[config.mk]
export PLATFORM = sky130hd
export DESIGN_NAME = rxdc_core
export DESIGN_NICKNAME = d
export VERILOG_FILES = /design/src/include/rxdc_pkg.sv /design/src/logic/rxdc_core.sv
export VERILOG_INCLUDE_DIRS = /design/src /design/src/include
export SDC_FILE = /design/constraint.sdc
export NUM_CORES = 1
export LEC_CHECK = 0
export BUFFER_PORTS_ARGS = -buffer_cell sky130_fd_sc_hd__clkbuf_2
export CAP_MARGIN = 30
export CORE_UTILIZATION = 55
export DETAILED_ROUTE_END_ITERATION = 12
export PLACE_DENSITY = 0.83
export REMOVE_ABC_BUFFERS = 1
export SLEW_MARGIN = 30
export SYNTH_ARGS = -nofsm -noshare
export SYNTH_HDL_FRONTEND = slang
export SYNTH_SLANG_ARGS = --single-unit
[constraint.sdc]
create_clock -name ref_clk -period 7.21 [get_ports ref_clk]
set_input_delay 0.721 -clock ref_clk [delete_from_list [all_inputs] [get_ports ref_clk]]
set_output_delay 0.721 -clock ref_clk [all_outputs]
set_load 0.02 [all_outputs]
[src/include/rxdc_regs.svh]
// constants for the receiver duty cycle and power level block
// assumes a 125 MHz ref_clk and a digitised output_level_input sample
`ifndef RXDC_REGS_SVH
`define RXDC_REGS_SVH

`define RXDC_CLK_HZ        125000000
`define RXDC_SEC_CYCLES    125000000
`define RXDC_LISTEN_MS     326
`define RXDC_LISTEN_CYCLES ((`RXDC_CLK_HZ / 1000) * `RXDC_LISTEN_MS)
`define RXDC_LEVEL_STEPS   58
`define RXDC_LEVEL_MAX     6'h39
`define RXDC_LEVEL_W       6
`define RXDC_ADC_W         10
`define RXDC_SECS_W        8

`endif

[src/include/rxdc_pkg.sv]
// types for the receiver duty cycle and power level block
// assumes rxdc_regs.svh is included alongside
package rxdc_pkg;
	typedef enum logic [1:0] {
		RXDC_ALWAYS_ON,
		RXDC_LISTEN,
		RXDC_HOLD,
		RXDC_STANDBY
	} rxdc_state_t;
endpackage : rxdc_pkg

[src/logic/rxdc_core.sv]
// receiver duty cycling and power-up transmit level selection
// assumes config inputs come from the serial command decoder
`timescale 1ns/1ps
`include "rxdc_regs.svh"

module rxdc_core #(
	parameter int unsigned SEC_CYCLES    = `RXDC_SEC_CYCLES,
	parameter int unsigned LISTEN_CYCLES = `RXDC_LISTEN_CYCLES
) (
	input  wire logic                       ref_clk,
	input  wire logic                       rst_b,
	input  wire logic [`RXDC_ADC_W-1:0]     output_level_input,
	input  wire logic                       level_sample_valid,
	input  wire logic                       duty_enable,
	input  wire logic [`RXDC_SECS_W-1:0]    sleep_period_seconds,
	input  wire logic [`RXDC_SECS_W-1:0]    awake_hold_seconds,
	input  wire logic                       rx_mode,
	input  wire logic                       rx_valid_packet,
	input  wire logic                       rx_data_active,
	input  wire logic                       tx_done,
	output logic [`RXDC_LEVEL_W-1:0]        power_level,
	output logic                            power_level_valid,
	output logic                            rx_power_on,
	output rxdc_pkg::rxdc_state_t           duty_state
);
	import rxdc_pkg::*;

	// ------------------------------------------------------------
	// power-up level capture
	// ------------------------------------------------------------
	logic [`RXDC_LEVEL_W-1:0] next_power_level;
	logic                     next_power_level_valid;
	logic [`RXDC_ADC_W+5:0]   scaled;

	always_comb begin
		// full-scale adc reading maps to 57, ground to 0
		scaled = {6'h00, output_level_input} * 16'(`RXDC_LEVEL_STEPS);
		next_power_level       = power_level;
		next_power_level_valid = power_level_valid;
		if (!power_level_valid && level_sample_valid) begin
			next_power_level_valid = 1'b1;
			if (&output_level_input) begin
				next_power_level = `RXDC_LEVEL_MAX;
			end else begin
				next_power_level = scaled[`RXDC_ADC_W+5:`RXDC_ADC_W];
			end
		end
	end

	always_ff @(posedge ref_clk or negedge rst_b) begin
		if (!rst_b) begin
			power_level       <= 6'h00;
			power_level_valid <= 1'b0;
		end else begin
			power_level       <= next_power_level;
			power_level_valid <= next_power_level_valid;
		end
	end

	// ------------------------------------------------------------
	// one second tick
	// ------------------------------------------------------------
	// restarted at turn-on and on activity so periods and hold
	// times are whole seconds from their own start
	logic [31:0] sec_cnt;
	logic [31:0] next_sec_cnt;
	logic        sec_tick;
	logic        tick_restart;

	always_comb begin
		sec_tick = (sec_cnt == SEC_CYCLES - 1);
		if (tick_restart || sec_tick) begin
			next_sec_cnt = 32'h0000_0000;
		end else begin
			next_sec_cnt = sec_cnt + 32'h0000_0001;
		end
	end

	always_ff @(posedge ref_clk or negedge rst_b) begin
		if (!rst_b) begin
			sec_cnt <= 32'h0000_0000;
		end else begin
			sec_cnt <= next_sec_cnt;
		end
	end

	// ------------------------------------------------------------
	// activity decode
	// ------------------------------------------------------------
	logic activity;
	logic busy;
	logic duty_on;

	always_comb begin
		activity = tx_done | rx_valid_packet;
		busy     = activity | rx_data_active;
		duty_on  = duty_enable & rx_mode;
	end

	// ------------------------------------------------------------
	// duty cycle sequencer
	// ------------------------------------------------------------
	// period counted from turn-on, or from hold end, so standby after listen = period - listen
	rxdc_state_t             state;
	rxdc_state_t             next_state;
	logic [31:0]             win_cnt;
	logic [31:0]             next_win_cnt;
	logic [`RXDC_SECS_W-1:0] per_secs;
	logic [`RXDC_SECS_W-1:0] next_per_secs;
	logic [`RXDC_SECS_W-1:0] hold_secs;
	logic [`RXDC_SECS_W-1:0] next_hold_secs;
	logic                    period_done;
	logic                    hold_done;
	logic                    listen_done;
	logic                    next_rx_power_on;

	always_comb begin
		period_done = sec_tick &&
		              (per_secs + 8'h01 >= sleep_period_seconds);
		hold_done   = sec_tick &&
		              (hold_secs + 8'h01 >= awake_hold_seconds);
		listen_done = (win_cnt >= LISTEN_CYCLES - 1);
		next_state     = state;
		next_win_cnt   = win_cnt;
		next_per_secs  = per_secs;
		next_hold_secs = hold_secs;
		tick_restart   = 1'b0;
		if (sec_tick) begin
			next_per_secs = per_secs + 8'h01;
		end
		case (state)
			RXDC_ALWAYS_ON: begin
				if (duty_on) begin
					next_state    = RXDC_LISTEN;
					next_win_cnt  = 32'h0000_0000;
					next_per_secs = 8'h00;
					tick_restart  = 1'b1;
				end
			end
			RXDC_LISTEN: begin
				next_win_cnt = win_cnt + 32'h0000_0001;
				if (busy) begin
					next_state     = RXDC_HOLD;
					next_hold_secs = 8'h00;
					tick_restart   = 1'b1;
				end else if (listen_done) begin
					// no restart: the period runs on from the turn-on
					next_state = RXDC_STANDBY;
				end
			end
			RXDC_HOLD: begin
				// tx activity also restarts hold
				if (busy) begin
					next_hold_secs = 8'h00;
					tick_restart   = 1'b1;
				end else if (hold_done) begin
					next_state    = RXDC_STANDBY;
					next_per_secs = 8'h00;
					tick_restart  = 1'b1;
				end else if (sec_tick) begin
					next_hold_secs = hold_secs + 8'h01;
				end
			end
			RXDC_STANDBY: begin
				if (period_done) begin
					next_state    = RXDC_LISTEN;
					next_win_cnt  = 32'h0000_0000;
					next_per_secs = 8'h00;
					tick_restart  = 1'b1;
				end
			end
			default: begin
				next_state = RXDC_ALWAYS_ON;
			end
		endcase
		if (!duty_on) begin
			next_state = RXDC_ALWAYS_ON;
		end
		next_rx_power_on = (next_state != RXDC_STANDBY);
	end

	always_ff @(posedge ref_clk or negedge rst_b) begin
		if (!rst_b) begin
			state     <= RXDC_ALWAYS_ON;
			win_cnt   <= 32'h0000_0000;
			per_secs  <= 8'h00;
			hold_secs <= 8'h00;
		end else begin
			state     <= next_state;
			win_cnt   <= next_win_cnt;
			per_secs  <= next_per_secs;
			hold_secs <= next_hold_secs;
		end
	end

	// ------------------------------------------------------------
	// outputs
	// ------------------------------------------------------------
	// registered so the power switch cannot glitch on a state decode
	always_ff @(posedge ref_clk or negedge rst_b) begin
		if (!rst_b) begin
			rx_power_on <= 1'b1;
		end else begin
			rx_power_on <= next_rx_power_on;
		end
	end

	assign duty_state = state;
endmodule : rxdc_core

# [After elaboration in Yosys (flattened, before gate mapping)]
# Cells that the tools add are included.
[word_totals] output_inout_bits=10 in_bits=34 ff_bits=90 elab_cells=69
[op_classes] bitwise_logic=3 n_lt_le_gt_ge=3 n_mux=29 mul=1 n_addsub=4 n_reduce_logical=11 n_eq_ne=10
[op_table] cell="32-bit two-way mux" n=3
[op_table] cell="32-bit case mux with 3 select lines" n=1
[op_table] cell="8-bit two-way mux" n=9
[op_table] cell="32-bit by 1-bit adder with 32-bit output, second input constant" n=2
[op_table] cell="32-bit by 27-bit == test with 1-bit output, second input constant" n=1
[op_table] cell="32-bit by 26-bit greater-or-equal comparator with 1-bit output, second input constant" n=1
[op_table] cell="8-bit case mux with 3 select lines" n=1
[op_table] cell="8-bit by 1-bit adder with 8-bit output, second input constant" n=2
[op_table] cell="8-bit greater-or-equal comparator" n=2
[op_table] cell="8-bit case mux with 2 select lines" n=1
[op_table] cell="10-bit by 5-bit multiplier with 15-bit output, second input constant" n=1
[op_table] cell="2-bit two-way mux" n=6
[op_table] cell="10-bit AND reduction" n=1
[op_table] cell="2-bit != test, second input constant" n=4
[op_table] cell="2-bit case mux with 4 select lines" n=1
[op_table] cell="6-bit two-way mux" n=1
[op_table] cell="3-bit != test, second input constant" n=2
[op_table] cell="1-bit two-way mux" n=5
[op_table] cell="2-bit == test, second input constant" n=2
[op_table] cell="1-bit case mux with 4 select lines" n=1
[op_table] cell="4-bit AND reduction" n=1
[op_table] cell="1-bit logical AND" n=3
[op_table] cell="3-bit AND reduction" n=1
[op_table] cell="3-bit nonzero test" n=1
[op_table] cell="other kinds (7)" n=8

# [Longest topological paths before layout]
[logic_depth] word_depth=8 mapped_depth=14 mapped_depth_nobuf=14

# [Least setup slack after synthesis]
# No wires, ideal clock.
[synth_path] path_kind="input-to-reg" from="in output_level_input[2]" to="reg power_level[2]" setup_ps=122 stages=14 n_path_buf=0 slack_ps=3467 required_ps=7088 arrival_time_ps=3622 cell_sequence="inv_1 > fa_1 > inv_1 > ha_1 > inv_1 > fa_1 > inv_1 > ha_1 > o21a_1 > o2bb2ai_1 > o21ai_0 > or2_2 > a211o_1 > a32o_1"
[synth_via] elab_chain_cells=2 elab_cells_between_ends=3 cone_classes="mul: 1; mux: 1; reduce/logical: 1"
[synth_lines] item="start, declared" line="rxdc_core.sv:12" source="input wire logic [`RXDC_ADC_W-1:0] output_level_input,"
[synth_lines] item="10-bit by 5-bit multiplier with 15-bit output or 10-bit AND reduction (tied branches)" line="rxdc_core.sv:37, rxdc_core.sv:42"
[synth_lines] item="6-bit two-way mux *" line="rxdc_core.sv:42" source="if (&output_level_input) begin"
[synth_lines] item="end signal, assigned" line="rxdc_core.sv:55" source="power_level <= next_power_level;"
[synth_lines] item="end, declared" line="rxdc_core.sv:21" source="output logic [`RXDC_LEVEL_W-1:0] power_level,"
# Mark *: on every way between the ends. The rest lies on a longest branch, timed or not.
# A chain may end at the register's enable or synchronous reset.

# [Worst setup path after layout]
# Same ends and word-level chain as after synthesis.

==> impl_metrics.json <==
{
  "synth_cell_type_count": 61,
  "die_x_um": 109,
  "drt_iter0_drc": 351,
  "power_density_nw_per_um2": 188,
  "maxSlewViolCount": 0,
  "antenna_found_initial": 0,
  "grt_pass1_wl_mm": 23.5,
  "synthCells": 685,
  "grt_max_degree": 54,
  "grt_usage_pct": 24.7,
  "drv_cap": 0,
  "wl_per_cell_um": 15.6,
  "nNetsFinal": 823,
  "rsz0062_at_grt": "no",
  "clk_transition_reported_paths_ps": 70,
  "ys.flop_type": "dfrtp_1",
  "routabilityCongestion": 0.843,
  "area_delta_synth_final_pct": 10.4,
  "tritoncts": "yes",
  "finalClockSkew_ps": 13.5,
  "clock-sinks": 90,
  "dr_wl_met2_mm": 6.96,
  "postRouteAntennaNets": 0,
  "drc": 0,
  "final_area_um2": 6970,
  "r2r_cells": 11,
  "clk_latency_ps": 340,
  "setup_ws_ps": 3390,
  "ios": 44,
  "hold_slack_ps": 343,
  "worstReg2RegStart": "per_secs[2]$_DFF_PN0_",
  "place_area_um2": 6660,
  "leakagePower_nw": 3.27,
  "h-tree-depth": 3,
  "die_area_um2": 11900,
  "critPathArrivalTime_ps": 4050,
  "clockBufferDepth": 2,
  "layout_commonest_cell": "dfrtp_1",
  "hold_path.class": "input port to async pin",
  "finalCritPeriodShare_pct": 53.0,
  "met3_length_um": 546,
  "path_class": "input port to flip-flop",
  "worst_pin_slew_ps": 820,
  "cts_setup_buffers": 0,
  "postSynthAreaPerCell_um2": 9.22,
  "post-place-ws_ps": 3090,
  "ir_drop_mv": 0.185,
  "met1_length_mm": 5.82,
  "die_h_um": 109,
  "cp-start-kind": "input port",
  "hold_buffers": 0,
  "synthArstFlopShare_pct": 100,
  "max_slew_margin_pct": 44.9,
  "port_buffers": 43,
  "top_layer_used": "met4",
  "fp-row-count": 38,
  "dp_hpwl_mm": 9.78,
  "synth-edff-count": 0,
  "post-route-min-period_ps": 3820,
  "mostFrequentLayoutCells": "dfrtp_1 (89), nor2_1 (58), inv_1 (57)",
  "core_area_um2": 11000,
  "ys_seq_area_share_pct": 35.7,
  "start_util_pct": 57.2,
  "max_freq_ghz": 0.261,
  "required_ps": 7430,
  "rrSetupSlack_ps": 3580,
  "wirelength_mm": 13.5,
  "cp_max_fo": 4,
  "status": "finished, final reports clean",
  "tns_ps": 0,
  "cts_resized": 0,
  "finalSetupViolations": 0,
  "ys_warn_count": 0,
  "drive_above_1_share_pct": 11.4,
  "overflow": 0,
  "first_pass_iters": 5,
  "r2r_end": "per_secs[1]$_DFF_PN0_",
  "worstSetupEndpointType": "flip-flop",
  "via_count": 5262,
  "diodes": 0,
  "via_per_inst": 6.06,
  "syn-cell-area_um2": 6310,
  "clock-root-buffer": "clkbuf_16",
  "final_hold_viol_count": 0,
  "cts_made_buffers": 9,
  "grt_pass1_vias": 5286,
  "ys_ff_latch": 90
}
[stage by stage]
| step | total power (W) | std cells | utilization, % |
|---|---|---|---|
| global route | 0.00138 | 868 | 63.2 |
| CTS | 0.00132 | 868 | 63.1 |
| detailed placement | 0.000836 | 852 | 60.4 |
| finish | 0.00131 | 868 | 63.2 |
| global placement | 0.000819 | 852 | 60.3 |
| floorplan | 0.000746 | 663 | - |
[flip-flops by register name (all words and copies together), names as in the netlist]
signal,flops
power_level_valid,1
per_secs,8
sec_cnt,32
win_cnt,32
power_level,6
hold_secs,8
rx_power_on,1
duty_state,2
[critical path, cell delays in order]
cell and delay [ps]:
clkbuf_2 130, inv_1 100, fa_1 540, inv_1 40, ha_1 260, inv_1 50
fa_1 500, inv_1 50, ha_1 280, o21a_1 110, o2bb2ai_1 200, o21ai_0 190
or2_2 350, a211o_1 280, a32o_1 260
[area by class of cell]
| type | instances | area, um2 |
|---|---|---|
| sequential | 90 | 2250 |
| clock buffer | 10 | 229 |
| timing repair buffer | 49 | 263 |
| tap | 140 | 175 |
| fill | 876 | 4060 |
| clock inverter | 6 | 73.8 |
| multi-input combinational | 516 | 3760 |
| inverter | 57 | 214 |
[layer usage]
layer	global-route usage (%)	up-vias
li1	-	2513
met3	4.06	21
met5	0	-
met2	44.2	145
met4	6.56	0
met1	30.7	2583
[cells in the mapped netlist, drive strengths merged, types with 14 or more instances]
library cell	number	area share, %
dfrtp	89	35
nor2	58	3.4
inv	57	3.4
ha	52	10
nand2	45	2.7
nand3	38	3.2
a21oi	34	2.7
xor2	31	4.3
o21ai	28	2.2
xnor2	21	2.9
and3	20	2.1
nor3	18	1.4
nand4	17	1.7
fa	14	4.4
[how the worst max path moves through the flow]
| stage | from | to | slack, ps | depth (start not counted) |
|---|---|---|---|---|
| 2_1_floorplan | output_level_input[2] | power_level[2]$_DFFE_PN0P_ | 3470 | 14 |
| 3_3_place_gp | output_level_input[2] | power_level[2]$_DFFE_PN0P_ | 3210 | 15 |
| 3_5_place_dp | output_level_input[2] | power_level[2]$_DFFE_PN0P_ | 3090 | 15 |
| 4_1_cts | output_level_input[2] | power_level[2]$_DFFE_PN0P_ | 3400 | 15 |
| 5_1_grt | output_level_input[2] | power_level[2]$_DFFE_PN0P_ | 3260 | 15 |
| 6_report | output_level_input[2] | power_level[2]$_DFFE_PN0P_ | 3390 | 15 |
[power by group]
part / switching (W) / total (W) / internal [W]
clock: 0.000206 / 0.000479 / 0.000273
sequential: 0.0000207 / 0.000551 / 0.000530
combinational: 0.000169 / 0.000281 / 0.000113
total: 0.000395 / 0.00131 / 0.000916
[kinds of logic (layout without fill, tap and decap cells)]
family | after synthesis | in the layout | share of synthesized area (%)
AO/OA/AOI/OAI | 128 | 128 | 13.7
multiplexers | 6 | 6 | 0.971
adder cells (fa/ha/maj) | 66 | 66 | 14.7
flip-flops | 90 | 90 | 35.7
XOR/XNOR | 52 | 52 | 7.21
buffers and inverters | 79 | 122 | 5.01
AND/OR/NAND/NOR | 264 | 264 | 22.7
No activity file was read; power rests on OpenSTA's default activity.
